==> src/verilog/lpm_consts.vh <==
/*
 Constants for the low-power mode controller: timing counts and clock rate.
 Assumes inclusion by bare name from the design files.
*/
`ifndef LPM_CONSTS_VH
`define LPM_CONSTS_VH
`define LPM_CLK_MHZ 125
`define LPM_REC_LONG 4096
`define LPM_REC_SHORT 32
`define LPM_REC_W 12
`endif

==> src/verilog/lpm_sync.v <==
/*
 Two-flop synchroniser, one per bit, for asynchronous inputs.
 Assumes a single clock domain and a synchronous active-low reset.
*/
`timescale 1ns/1ps
module lpm_sync #(
    parameter W = 1
) (
    input wire core_clk,
    input wire rstn,
    input wire [W-1:0] din,
    output wire [W-1:0] dout
);
    reg [W-1:0] s1_q;
    reg [W-1:0] s2_q;
    always @(posedge core_clk)
    begin
        if (!rstn)
        begin
            s1_q <= {W{1'b0}};
            s2_q <= {W{1'b0}};
        end
        else
        begin
            s1_q <= din;
            s2_q <= s1_q;
        end
    end
    assign dout = s2_q;
endmodule

==> src/verilog/lpm_ctrl.v <==
/*
 Wait/stop low-power mode controller: clock gating, peripheral mode controls,
 interrupt-mask side effects, wake qualification and stop recovery counting.
 Assumes CPU strobes and core inputs are synchronous to core_clk; wake
 requests from pins and the voltage monitor arrive asynchronously.
*/
`timescale 1ns/1ps
`include "lpm_consts.vh"
module lpm_ctrl #(
    parameter REC_LONG = `LPM_REC_LONG,
    parameter REC_SHORT = `LPM_REC_SHORT
) (
    input wire core_clk,
    input wire rstn,
    input wire wait_exec,
    input wire stop_exec,
    input wire stop_enable,
    input wire osc_in_stop_enable,
    input wire short_recovery_select,
    input wire pll_bus_select_in,
    input wire pll_power_on_in,
    input wire lvi_enable,
    input wire lvi_reset_enable,
    input wire pin_irq_mask,
    input wire keyboard_irq_mask,
    input wire pin_irq_req,
    input wire keyboard_irq_req,
    input wire lvi_trip,
    input wire break_req,
    input wire adc_irq_req,
    input wire sci_irq_req,
    input wire other_irq_req,
    input wire wait_break_clear,
    output reg cpu_clk_en,
    output reg bus_clk_en,
    output reg osc_enable,
    output reg pll_enable,
    output reg pll_bus_select_clr,
    output reg cgm_out_hold_low,
    output reg adc_run,
    output reg adc_abort,
    output reg brk_active,
    output reg wait_break_flag,
    output reg wdog_clk_en,
    output reg wdog_prescaler_clr,
    output reg sci_run,
    output reg lvi_active,
    output reg imask_clear,
    output reg imask_set,
    output reg lvi_reset_out,
    output reg in_wait,
    output reg in_stop,
    output reg recovering,
    output reg vector_fetch
);
    localparam [3:0] ST_RUN = 4'h1;
    localparam [3:0] ST_WAIT = 4'h2;
    localparam [3:0] ST_STOP = 4'h4;
    localparam [3:0] ST_REC = 4'h8;
    localparam [31:0] REC_L_FULL = REC_LONG - 1;
    localparam [31:0] REC_S_FULL = REC_SHORT - 1;
    // Counter holds only the low bits; both lengths must fit its width
    localparam [`LPM_REC_W-1:0] REC_L = REC_L_FULL[`LPM_REC_W-1:0];
    localparam [`LPM_REC_W-1:0] REC_S = REC_S_FULL[`LPM_REC_W-1:0];

    wire [3:0] async_s;
    wire pin_s;
    wire kbd_s;
    wire lvi_s;
    wire brk_s;
    reg [3:0] st_q;
    reg [3:0] st_d;
    reg [`LPM_REC_W-1:0] cnt_q;
    reg [`LPM_REC_W-1:0] cnt_d;
    reg pin_wake;
    reg kbd_wake;
    reg lvi_wake;
    reg wait_wake;
    reg stop_wake;

    // Decoded next state and next values of the registered outputs
    reg run_d;
    reg wait_d;
    reg stop_d;
    reg rec_d;
    reg run_now;
    reg low_now;
    reg stop_entry;
    reg lvi_exit;
    reg cpu_clk_en_d;
    reg bus_clk_en_d;
    reg osc_enable_d;
    reg pll_enable_d;
    reg pll_bus_select_clr_d;
    reg cgm_out_hold_low_d;
    reg adc_run_d;
    reg adc_abort_d;
    reg brk_active_d;
    reg wait_break_flag_d;
    reg wdog_clk_en_d;
    reg wdog_prescaler_clr_d;
    reg sci_run_d;
    reg lvi_active_d;
    reg imask_clear_d;
    reg imask_set_d;
    reg lvi_reset_out_d;
    reg vector_fetch_d;

    // Pins, break and the voltage monitor are not timed to core_clk
    lpm_sync #(.W(4)) u_sync (
        .core_clk(core_clk),
        .rstn(rstn),
        .din({break_req, lvi_trip, keyboard_irq_req, pin_irq_req}),
        .dout(async_s)
    );
    assign pin_s = async_s[0];
    assign kbd_s = async_s[1];
    assign lvi_s = async_s[2];
    assign brk_s = async_s[3];

    always @*
    begin
        pin_wake = pin_s & ~pin_irq_mask;
        kbd_wake = kbd_s & ~keyboard_irq_mask;
        lvi_wake = lvi_s & lvi_enable & lvi_reset_enable;
        wait_wake = pin_wake | kbd_wake | brk_s | adc_irq_req | sci_irq_req
            | other_irq_req;
        // Break wakes stop too; pins count only when unmasked
        stop_wake = pin_wake | kbd_wake | brk_s;
        st_d = st_q;
        cnt_d = cnt_q;
        case (st_q)
            // Wait has priority when both strobes arrive together
            ST_RUN:
            begin
                if (wait_exec)
                    st_d = ST_WAIT;
                else if (stop_exec && stop_enable)
                    st_d = ST_STOP;
            end
            ST_WAIT:
            begin
                if (wait_wake)
                    st_d = ST_RUN;
            end
            ST_STOP:
            begin
                if (stop_wake)
                begin
                    st_d = ST_REC;
                    cnt_d = short_recovery_select ? REC_S : REC_L;
                end
            end
            // Counter is loaded on the wake edge and counts down to zero
            ST_REC:
            begin
                if (cnt_q == {`LPM_REC_W{1'b0}})
                    st_d = ST_RUN;
                else
                    cnt_d = cnt_q - 1'b1;
            end
            default:
            begin
                st_d = ST_RUN;
            end
        endcase
        // Voltage-monitor reset overrides wait, stop or recovery (not run) and restarts execution
        if (lvi_wake && st_q != ST_RUN)
        begin
            st_d = ST_RUN;
            cnt_d = {`LPM_REC_W{1'b0}};
        end
    end

    // Next values of the registered outputs, decoded from the current and next state
    always @*
    begin
        // One-hot next state split into named bits
        run_d = st_d[0];
        wait_d = st_d[1];
        stop_d = st_d[2];
        rec_d = st_d[3];
        run_now = st_q[0];
        low_now = ~st_q[0];
        // Stop-entry pulses fire only on the RUN to STOP step
        stop_entry = run_now & stop_d;
        // Voltage-monitor exit is a reset-type wake
        lvi_exit = lvi_wake & low_now;
        cpu_clk_en_d = run_d;
        // Bus clock survives stop only with the oscillator kept alive
        bus_clk_en_d = run_d | wait_d | ((stop_d | rec_d) & osc_in_stop_enable);
        osc_enable_d = ~(stop_d & ~osc_in_stop_enable);
        // PLL follows software in wait so a user can drop it to save power
        pll_enable_d = ~(stop_d | rec_d) & (wait_d ? pll_power_on_in : 1'b1);
        cgm_out_hold_low_d = stop_d & ~osc_in_stop_enable;
        pll_bus_select_clr_d = stop_entry & pll_bus_select_in;
        adc_run_d = run_d | wait_d;
        adc_abort_d = stop_entry;
        brk_active_d = ~stop_d;
        // Watchdog loses its crystal feed in stop even with the oscillator kept alive
        wdog_clk_en_d = ~(stop_d | rec_d);
        wdog_prescaler_clr_d = stop_entry;
        // A frame caught by stop is lost; the serial block keeps its registers
        sci_run_d = ~(stop_d | rec_d);
        lvi_active_d = lvi_enable;
        // Mask side effects: clear on entry, set only on a reset-type exit
        imask_clear_d = run_now & (wait_d | stop_d);
        imask_set_d = lvi_exit;
        lvi_reset_out_d = lvi_exit;
        // Any exit to RUN starts the vector fetch, reset or interrupt alike
        vector_fetch_d = low_now & run_d;
        // Set wins over clear when both arrive together
        if (brk_s && (st_q[1] || st_q[2]))
            wait_break_flag_d = 1'b1;
        else if (wait_break_clear)
            wait_break_flag_d = 1'b0;
        else
            wait_break_flag_d = wait_break_flag;
    end

    always @(posedge core_clk)
    begin
        // All clocks run and all pulses are low out of reset
        if (!rstn)
        begin
            st_q <= ST_RUN;
            cnt_q <= {`LPM_REC_W{1'b0}};
            cpu_clk_en <= 1'b1;
            bus_clk_en <= 1'b1;
            osc_enable <= 1'b1;
            pll_enable <= 1'b1;
            pll_bus_select_clr <= 1'b0;
            cgm_out_hold_low <= 1'b0;
            adc_run <= 1'b1;
            adc_abort <= 1'b0;
            brk_active <= 1'b1;
            wait_break_flag <= 1'b0;
            wdog_clk_en <= 1'b1;
            wdog_prescaler_clr <= 1'b0;
            sci_run <= 1'b1;
            lvi_active <= 1'b0;
            imask_clear <= 1'b0;
            imask_set <= 1'b0;
            lvi_reset_out <= 1'b0;
            in_wait <= 1'b0;
            in_stop <= 1'b0;
            recovering <= 1'b0;
            vector_fetch <= 1'b0;
        end
        else
        begin
            st_q <= st_d;
            cnt_q <= cnt_d;
            in_wait <= st_d[1];
            in_stop <= st_d[2];
            recovering <= st_d[3];
            cpu_clk_en <= cpu_clk_en_d;
            bus_clk_en <= bus_clk_en_d;
            osc_enable <= osc_enable_d;
            pll_enable <= pll_enable_d;
            cgm_out_hold_low <= cgm_out_hold_low_d;
            pll_bus_select_clr <= pll_bus_select_clr_d;
            adc_run <= adc_run_d;
            adc_abort <= adc_abort_d;
            brk_active <= brk_active_d;
            wdog_clk_en <= wdog_clk_en_d;
            wdog_prescaler_clr <= wdog_prescaler_clr_d;
            sci_run <= sci_run_d;
            lvi_active <= lvi_active_d;
            imask_clear <= imask_clear_d;
            imask_set <= imask_set_d;
            lvi_reset_out <= lvi_reset_out_d;
            vector_fetch <= vector_fetch_d;
            wait_break_flag <= wait_break_flag_d;
        end
    end
endmodule

==> config.mk <==
export PLATFORM = sky130hd
export DESIGN_NAME = lpm_ctrl
export DESIGN_NICKNAME = d
export VERILOG_FILES = /design/src/verilog/lpm_sync.v /design/src/verilog/lpm_ctrl.v
export VERILOG_INCLUDE_DIRS = /design/src /design/src/verilog
export SDC_FILE = /design/constraint.sdc
export NUM_CORES = 1
export LEC_CHECK = 0
export BUFFER_PORTS_ARGS = -buffer_cell sky130_fd_sc_hd__buf_4
export CAP_MARGIN = 20
export CORE_UTILIZATION = 43
export CTS_CLUSTER_DIAMETER = 50
export DETAILED_ROUTE_END_ITERATION = 7
export PLACE_DENSITY = 0.64
export SETUP_SLACK_MARGIN = 0.05
export SKIP_CTS_REPAIR_TIMING = 1
export SLEW_MARGIN = 20
export SYNTH_ARGS = -nofsm -noshare
export SYNTH_HDL_FRONTEND = slang
export SYNTH_SLANG_ARGS = --single-unit
==> constraint.sdc <==
create_clock -name core_clk -period 2.1 [get_ports core_clk]
set_input_delay 0.105 -clock core_clk [delete_from_list [all_inputs] [get_ports core_clk]]
set_output_delay 0.105 -clock core_clk [all_outputs]
set_load 0.05 [all_outputs]
Yosys cells after proc, flatten, opt, wreduce, memory -nomap -nowiden
Index checks and enable logic that the tools add are counted.
{"block": "word_totals", "inputBits": 21, "output_inout_bits": 21, "word_cells": 82, "ff_bits": 42}
{"block": "classes", "n_reduce_logical": 9, "n_eq_ne": 7, "muxes": 14, "bitwise": 29, "addsub": 1}
{"cell": "$mux 12", "count": 3}
{"cell": "$mux 4", "count": 6}
{"cell": "$pmux 12 s2", "count": 1}
{"cell": "$pmux 4 s4", "count": 1}
{"cell": "$and 1x1->1", "count": 12}
{"cell": "$logic_not 12->1", "count": 1}
{"cell": "$sub 12x1->12 const B", "count": 1}
{"cell": "$or 1x1->1", "count": 9}
{"cell": "$not 1->1", "count": 8}
{"cell": "$eq 4x1->1 const B", "count": 1}
{"cell": "$eq 4x2->1 const B", "count": 1}
{"cell": "$eq 4x3->1 const B", "count": 1}
{"cell": "$eq 4x4->1 const B", "count": 1}
{"cell": "$ne 2x2->1 const B", "count": 2}
{"cell": "$ne 4x1->1 const B", "count": 1}
{"cell": "$reduce_bool 2->1", "count": 2}
{"cell": "$logic_and 1x1->1", "count": 3}
{"cell": "$mux 1", "count": 3}
{"cell": "$reduce_and 3->1", "count": 1}
{"cell": "$reduce_or 2->1", "count": 1}
{"cell": "$logic_or 1x1->1", "count": 1}

Longest topological paths before layout
Gate-level depths: netlist (run 1).
{"block": "depth", "ltp_word": 13, "ltp_mapped": 8, "ltp_nobuf": 6}

Hierarchy
A second synthesis (run 1) with hierarchy kept.
{"block": "hier_totals", "hier_cells": 177, "area_unflattened_um2": 1656.6}
{"mod": "lpm_ctrl", "cells_per_inst": 161, "seq_area_each_um2": 600.6, "n_inst": 1, "area_per_inst_um2": 1446.4}
{"mod": "lpm_sync", "cells_per_inst": 16, "seq_area_each_um2": 160.2, "n_inst": 1, "area_per_inst_um2": 210.2}

Least setup slack after synthesis (run 1)
Ideal clock, no wire load.
{"block": "synth_timing", "path_type": "reg2reg", "start": "reg, netlist name recovering", "end": "reg cnt_q[10]", "arrival_time_ns": 1.992, "required_time_ns": 1.968, "path_buffers": 1, "path_stages_with_launch": 7, "setup_time_ns": 0.132, "period_less_slack_ns": 2.124, "slack_ns": -0.024, "path_cell_list": "dfxtp_1 or4b_1 buf_2 a41oi_4 nor2_1 o21ai_0 a21oi_1"}
{"item": "end signal, assigned", "line_no": "lpm_ctrl.v:227", "rtl": "cnt_q <= {`LPM_REC_W{1'b0}};"}
{"item": "end signal, assigned", "line_no": "lpm_ctrl.v:253", "rtl": "cnt_q <= cnt_d;"}
{"item": "end, declared", "line_no": "lpm_ctrl.v:73", "rtl": "reg [`LPM_REC_W-1:0] cnt_q;"}

Final worst setup path (run 1)
{"block": "layout_timing", "start": "reg st_q[0]", "end": "reg cnt_q[11]"}
{"block": "layout_between", "elab_chain_len": 3, "elab_cells_between_ends": 10, "classes_between": "5 x eq/ne; 1 x mux; 4 x reduce/logical"}
{"item": "start, declared", "line_no": "lpm_ctrl.v:71", "rtl": "reg [3:0] st_q;"}
{"item": "start signal, assigned", "line_no": "lpm_ctrl.v:252", "rtl": "st_q <= st_d;"}
{"item": "$eq 4x4->1, or another cell as far along", "line_no": "lpm_ctrl.v:132", "rtl": "case (st_q)"}
{"item": "$ne 2x2->1 (no source line), or another cell as far along"}
{"item": "$reduce_and 3->1 (no source line) / $reduce_or 2->1 (equally long branches)"}
Parallel ways exist; a longest one is shown, timed or not.
A chain may end at the register's enable or synchronous reset.

==> impl_metrics.toml, run 1 <==
[cells_and_area]
stdcell_count = 282
fin_nets = 258
multi_input_area_um2 = 788
fill_cells = 346
finish.instance_area_mm2 = 0.00212
seq_area_um2 = 763
synthToLayoutAreaGrowth_pct = 31.4
drive_above_1_share_pct = 28.0
final_util_pct = 61.2
antenna_cells = 0

[global_route]
grt_pass1_wl_um = 6370
grt_max_degree = 18
grt_pass1_vias = 1466
grt_overflow = 0
grtUsageTotal_pct = 20.9
antenna_found_initial = 0

[synthesis]
syn_nets = 206
synth_top_family_by_area = "simple AND/OR/NAND/NOR gates"
seq_area_frac_synth_pct = 47.1
ys_ff_latch = 38
synth.area.mux_share_pct = 0
yosysWarnings = 0
synth_simple_gate_area_share_pct = 25.7
synth_compound_area_share_pct = 19.4
netlist_instances = 183
syn_avg_cell_area_um2 = 8.83
yosysUniqueCellTypes = 34
synth_xor_area_share_pct = 2.17
syn_area_mm2 = 0.00162
synth_fa_ha_area_share_pct = 1.55

[power_and_ir_drop]
p_leak_nw = 0.881
p_sw_uw = 493
pwr-share-seq_pct = 47.5
switching_share_pct = 30.0
vdd.ir_drop.worst_mv = 0.471
power_density_mw_per_mm2 = 772
p_int_mw = 1.15
p_clk_share_pct = 31.6
power.total_mw = 1.64
comb_power_share_pct = 20.9

[worst_setup_path]
r2r_end = "cnt_q[11]$_SDFFE_PP0P_"
endpoint_kind = "flop"
arrival_ns = 2.08
critPathKind = "flop to flop"
rrSetupSlack_ns = 0.21
r2r.worst_path.cells = 5
worstReg2RegStart = "st_q[0]$_SDFF_PN1_"
max_stage_delay_ns = 0.59
slowest_stage = "or4b_1"
path_cells = "or4b_1, a41oi_4, nor2_1, o21ai_0, a21oi_1"
cp.required_ns = 2.29
cp-start-kind = "flop"
cp_max_fo = 8
worst_path_dominant_cell_family = "simple AND/OR/NAND/NOR gates"
crit_buf_inv = 0

[place]
place_ws_ns = 0.229
place.detailed.instances = 273
gp_congestion = 0.825
place_area_mm2 = 0.00202
portBuffers = 41
dp_hpwl_um = 2870

[sta]
fin_skew_ns = 0.00498
slew_headroom_pct = 68.1
fmaxAchievable_mhz = 528
setup_viol = 0
worst_pin_slew_ns = 0.476
worst_slack_ns = 0.206
fin_crit_sh_pct = 90.2
tns_ns = 0
period_needed_ns = 1.89
rsz0062_at_grt = "false"
finalHoldViolCount = 0
hold_slack_ns = 0.0184
maxSlewViolCount = 0

[run_status]
status = "finished, final reports clean"

[floorplan]
die_x_um = 63.3
io_pins = 42
coreArea_mm2 = 0.00347
dieArea_mm2 = 0.00401
die_y_um = 63.3
initial_core_util_pct = 46.6
num_rows = 21

[drt]
vias_per_cell = 5.36
drtIter0Drc = 166
wl_per_cell_um = 13.4
dr_total_vias = 1511
first_pass_iters = 4
post-route-drc-count = 0
routed_wl_um = 3780
detail-route-antenna-nets = 0

[clocking]
numCtsBuffers = 5
htreeDepth = 2
cts-root-buf = "clkbuf_8"
cts_tree = "yes"
insertion_delay_ns = 0.29
cts.path.max_buffers = 2
path_clk_slew_ns = 0.07
cts_sinks = 38

[hold_path]
hold_end = "u_sync.s1_q[2]$_SDFF_PN0_"
min_delay_path_depth = 2
hold_class = "input pin to flop"
hp-start = "lvi_trip"

[flow_run]
drv_cap = 0
[kinds of logic (layout without fill, tap and decap cells)]
family / count (synthesis) / after routing
xor gates and xnor gates: 4 / 4
adders and majority gates: 2 / 2
buffers and inverters: 13 / 66
DFF: 38 / 38
and+or+nand+nor: 74 / 74
AOI/OAI and AO/OA: 52 / 52
[cells in the mapped netlist]
| cell | n | share of area [%] |
|---|---|---|
| o211a_1 | 1 | 0.62 |
| nand3b_1 | 2 | 0.93 |
| dfxtp_1 | 38 | 47 |
| buf_2 | 2 | 0.62 |
| o21ai_1 | 9 | 2.8 |
| buf_4 | 4 | 1.9 |
| a21boi_0 | 1 | 0.46 |
| and2_1 | 12 | 4.6 |
| nor3b_1 | 3 | 1.4 |
| xnor2_1 | 1 | 0.54 |
| nand2b_1 | 2 | 0.77 |
| xor2_1 | 3 | 1.6 |
| nand3_1 | 6 | 1.9 |
| inv_1 | 5 | 1.2 |
| ha_1 | 2 | 1.5 |
| or4b_1 | 1 | 0.62 |
| o31a_1 | 1 | 0.54 |
| nor4_2 | 1 | 0.77 |
| nor4b_1 | 3 | 1.6 |
| a21oi_1 | 19 | 5.9 |
| nor3_1 | 6 | 1.9 |
| a31oi_1 | 5 | 1.9 |
| and3_1 | 3 | 1.2 |
| a211oi_1 | 2 | 0.93 |
| a211oi_2 | 1 | 0.77 |
| nor4b_2 | 1 | 0.93 |
| nor4_1 | 3 | 1.2 |
| o21ai_0 | 12 | 3.7 |
| nor2b_1 | 2 | 0.77 |
| clkbuf_1 | 2 | 0.46 |
| nor2_1 | 16 | 3.7 |
| a41oi_4 | 1 | 1.7 |
| or2_1 | 3 | 1.2 |
| nand2_1 | 10 | 2.3 |
[power groups by stage]
stage               sequential, mW  clock [mW]  combinational (mW)
floorplan                    0.892           0               0.121
finish                       0.779       0.518               0.343
CTS                          0.779       0.533               0.343
global placement             0.793           0               0.339
global route                 0.785       0.568               0.367
detailed placement           0.796           0               0.340
[layer usage]
layer	GRT usage, %	up-vias	wire length (um)
li1	-	750	-
met1	26.1	688	1630
met2	34.5	66	1850
met3	5.43	7	271
met4	7.10	0	37
met5	0	-	0
[layout by cell type (no fill, tap or decap), types with 3 or more instances in the layout]
master and count:
nor3b_1 3, nor4_1 3, or2_1 3, o21ai_1 9
xor2_1 3, nand3_1 6, a31oi_1 5, nand2_1 10
nor2_1 16, dfxtp_1 36, nor3_1 6, inv_1 5
nor4b_1 3, o21ai_0 12, clkbuf_8 6, a21oi_1 19
and3_1 3, buf_4 52, and2_1 12
[worst reg2reg max path: cells and delay by family (launching register included)]
kind / cells / cell delay [ns]
and+or+nand+nor: 2 / 0.79
AOI/OAI and AO/OA: 3 / 0.64
DFF: 1 / 0.37
[cell type report]
| class | instances | share of cell area [%] |
|---|---|---|
| Tap cell | 46 | 2.71 |
| Clock inverter | 2 | 0.589 |
| Clock buffer | 6 | 3.89 |
| Sequential cell | 38 | 35.9 |
| Timing Repair Buffer | 53 | 18.9 |
| Multi-Input combinational cell | 132 | 37.1 |
| Inverter | 5 | 0.884 |
[worst max path at each step]
| stage | start | end | cells after the start |
|---|---|---|---|
| 2_1_floorplan | st_q[0]$_SDFF_PN1_ | osc_enable$_SDFF_PN1_ | 5 |
| 3_3_place_gp | st_q[0]$_SDFF_PN1_ | cnt_q[7]$_SDFFE_PP0P_ | 5 |
| 3_5_place_dp | st_q[0]$_SDFF_PN1_ | cnt_q[11]$_SDFFE_PP0P_ | 5 |
| 4_1_cts | st_q[0]$_SDFF_PN1_ | cnt_q[11]$_SDFFE_PP0P_ | 5 |
| 5_1_grt | cnt_q[8]$_SDFFE_PP0P_ | cnt_q[7]$_SDFFE_PP0P_ | 6 |
| 6_report | st_q[0]$_SDFF_PN1_ | cnt_q[11]$_SDFFE_PP0P_ | 5 |
[sequential cells by signal, indices dropped and copies added (netlist names), 3 cells and up]
register     cells
st_q             3
cnt_q           12
u_sync.s1_q      4
u_sync.dout      4
Power figures use the tool's default switching activity.
==> inputs of run 2 (changes only) <==
==> constraint.sdc (replaced) <==
create_clock -name core_clk -period 1.82 [get_ports core_clk]
set_input_delay 0.091 -clock core_clk [delete_from_list [all_inputs] [get_ports core_clk]]
set_output_delay 0.091 -clock core_clk [all_outputs]
set_load 0.05 [all_outputs]
==> run 2 against run 1 <==
Effect of this change: clock power is 14% higher; cell count grew 2.8%; critical path depth unchanged; setup slack lost 0.11 ns; via count grew 4.1%; sequential cell count stayed put; sequential share of layout area fell by 1.7 points; total power grew 17%; count of clock-buffer cells in the layout rose by 1; design area up 5.9%; sequential power increased by 15%; global-route usage increased by 1.5 points; critical endpoint is now cnt_q[8]$_SDFFE_PP0P_.
==> impl_metrics.toml, run 2 (synthesized netlist as in run 1, its figures left out) <==
[cells_and_area]
drive_above_1_share_pct = 35.2
synthToLayoutAreaGrowth_pct = 39.2
fill_cells = 321
stdcell_count = 290
final_util_pct = 64.8
fin_nets = 266
finish.instance_area_mm2 = 0.00225
layout_common_cells = "59 x buf_4, 34 x dfxtp_1, 18 x a21oi_1"
final_common_cell = "buf_4"
top_register = "cnt_q"
largest_reg_flops = 12
antenna_cells = 0

[global_route]
antenna_found_initial = 0
grt_max_degree = 18
grt_pass1_vias = 1480
grt_overflow = 0
grt_pass1_wl_um = 6800
grtUsageTotal_pct = 22.4

[flow_run]
drv_cap = 0

[sta]
slew_headroom_pct = 62.6
fin_skew_ns = 0.00676
worst_slack_ns = 0.101
tns_ns = 0
fin_crit_sh_pct = 94.5
maxSlewViolCount = 0
finalHoldViolCount = 0
period_needed_ns = 1.72
fmaxAchievable_mhz = 582
worst_pin_slew_ns = 0.559
hold_slack_ns = 0.00925
setup_viol = 0
rsz0062_at_grt = "true"

[floorplan]
num_rows = 21
io_pins = 42
die_y_um = 63.3
die_x_um = 63.3
coreArea_mm2 = 0.00347
dieArea_mm2 = 0.00401
initial_core_util_pct = 46.6

[run_status]
status = "finished, final reports clean"

[drt]
detail-route-antenna-nets = 0
vias_per_cell = 5.42
drtIter0Drc = 74
routed_wl_um = 4280
wl_per_cell_um = 14.8
first_pass_iters = 4
post-route-drc-count = 0
dr_total_vias = 1573

[power_and_ir_drop]
vdd.ir_drop.worst_mv = 0.631
power_density_mw_per_mm2 = 854
power.total_mw = 1.92
p_leak_nw = 0.935

[worst_setup_path]
cp_max_fo = 8
rrSetupSlack_ns = 0.10
cp.required_ns = 2.04
crit_buf_inv = 0
endpoint_kind = "flop"
arrival_ns = 1.94
worst_path_dominant_cell_family = "simple AND/OR/NAND/NOR gates"
slowest_stage = "or4b_4"
cp-start-kind = "flop"
critPathKind = "flop to flop"
max_stage_delay_ns = 0.51
path_cells = "or4b_4, a41oi_4, or2_4, o21ai_1, a21oi_1"
r2r.worst_path.cells = 5
cp.depth = 5

[place]
place.detailed.instances = 278
portBuffers = 41
place_ws_ns = -0.0270
place_area_mm2 = 0.00207
gp_congestion = 0.899
dp_hpwl_um = 3110

[hold_path]
min_delay_path_depth = 2
hold_class = "input pin to flop"

[clocking]
path_clk_slew_ns = 0.07
insertion_delay_ns = 0.29
numCtsBuffers = 5
htreeDepth = 2
cts_tree = "yes"
cts.path.max_buffers = 2
cts-root-buf = "clkbuf_8"
cts_sinks = 38
run 2: changes by cell type in the layout (fill, tap and decap cells not counted), sizes merged:
| cell | before | now |
|---|---|---|
| buf | 52 | 60 |
| clkbuf | 6 | 7 |
| clkinvlp | 1 | 0 |
run 2: worst reg2reg max path: cells and delay by family, from the launching register on:
| kind | cells | cell delay (ns) |
|---|---|---|
| AOI/OAI and AO/OA | 3 | 0.53 |
| DFF | 1 | 0.38 |
| and+or+nand+nor | 2 | 0.75 |
run 2: power by group:
group	total, mW	switching, mW	internal (mW)
combinational	0.436	0.272	0.163
clock	0.591	0.286	0.305
sequential	0.892	0.0191	0.873
total	1.92	0.577	1.34
run 2: final cells by class:
type	count	area [um2]	share of cell area, %
Sequential cell	38	771	34.3
Clock buffer	7	86.3	3.84
Inverter	5	18.8	0.835
Multi-Input combinational cell	132	837	37.2
Timing Repair Buffer	61	473	21.0
Tap cell	46	57.6	2.56
Clock inverter	1	5.00	0.223
run 2: path summary, 6_finish.rpt:
path                        startpoint                   endpoint
max                 st_q[2]$_SDFF_PN0_      cnt_q[8]$_SDFFE_PP0P_
min reg2reg  u_sync.s1_q[3]$_SDFF_PN0_  u_sync.dout[3]$_SDFF_PN0_
max reg2reg         st_q[2]$_SDFF_PN0_      cnt_q[8]$_SDFFE_PP0P_
min                        pin_irq_req  u_sync.s1_q[0]$_SDFF_PN0_
run 2: metal layers:
layer	vias to the layer above	track usage, %	share of wire [%]
met5	-	0	0
met4	0	10.2	0.84
met3	6	4.35	5.5
met2	52	35.2	50
met1	750	29.4	43
li1	765	-	-
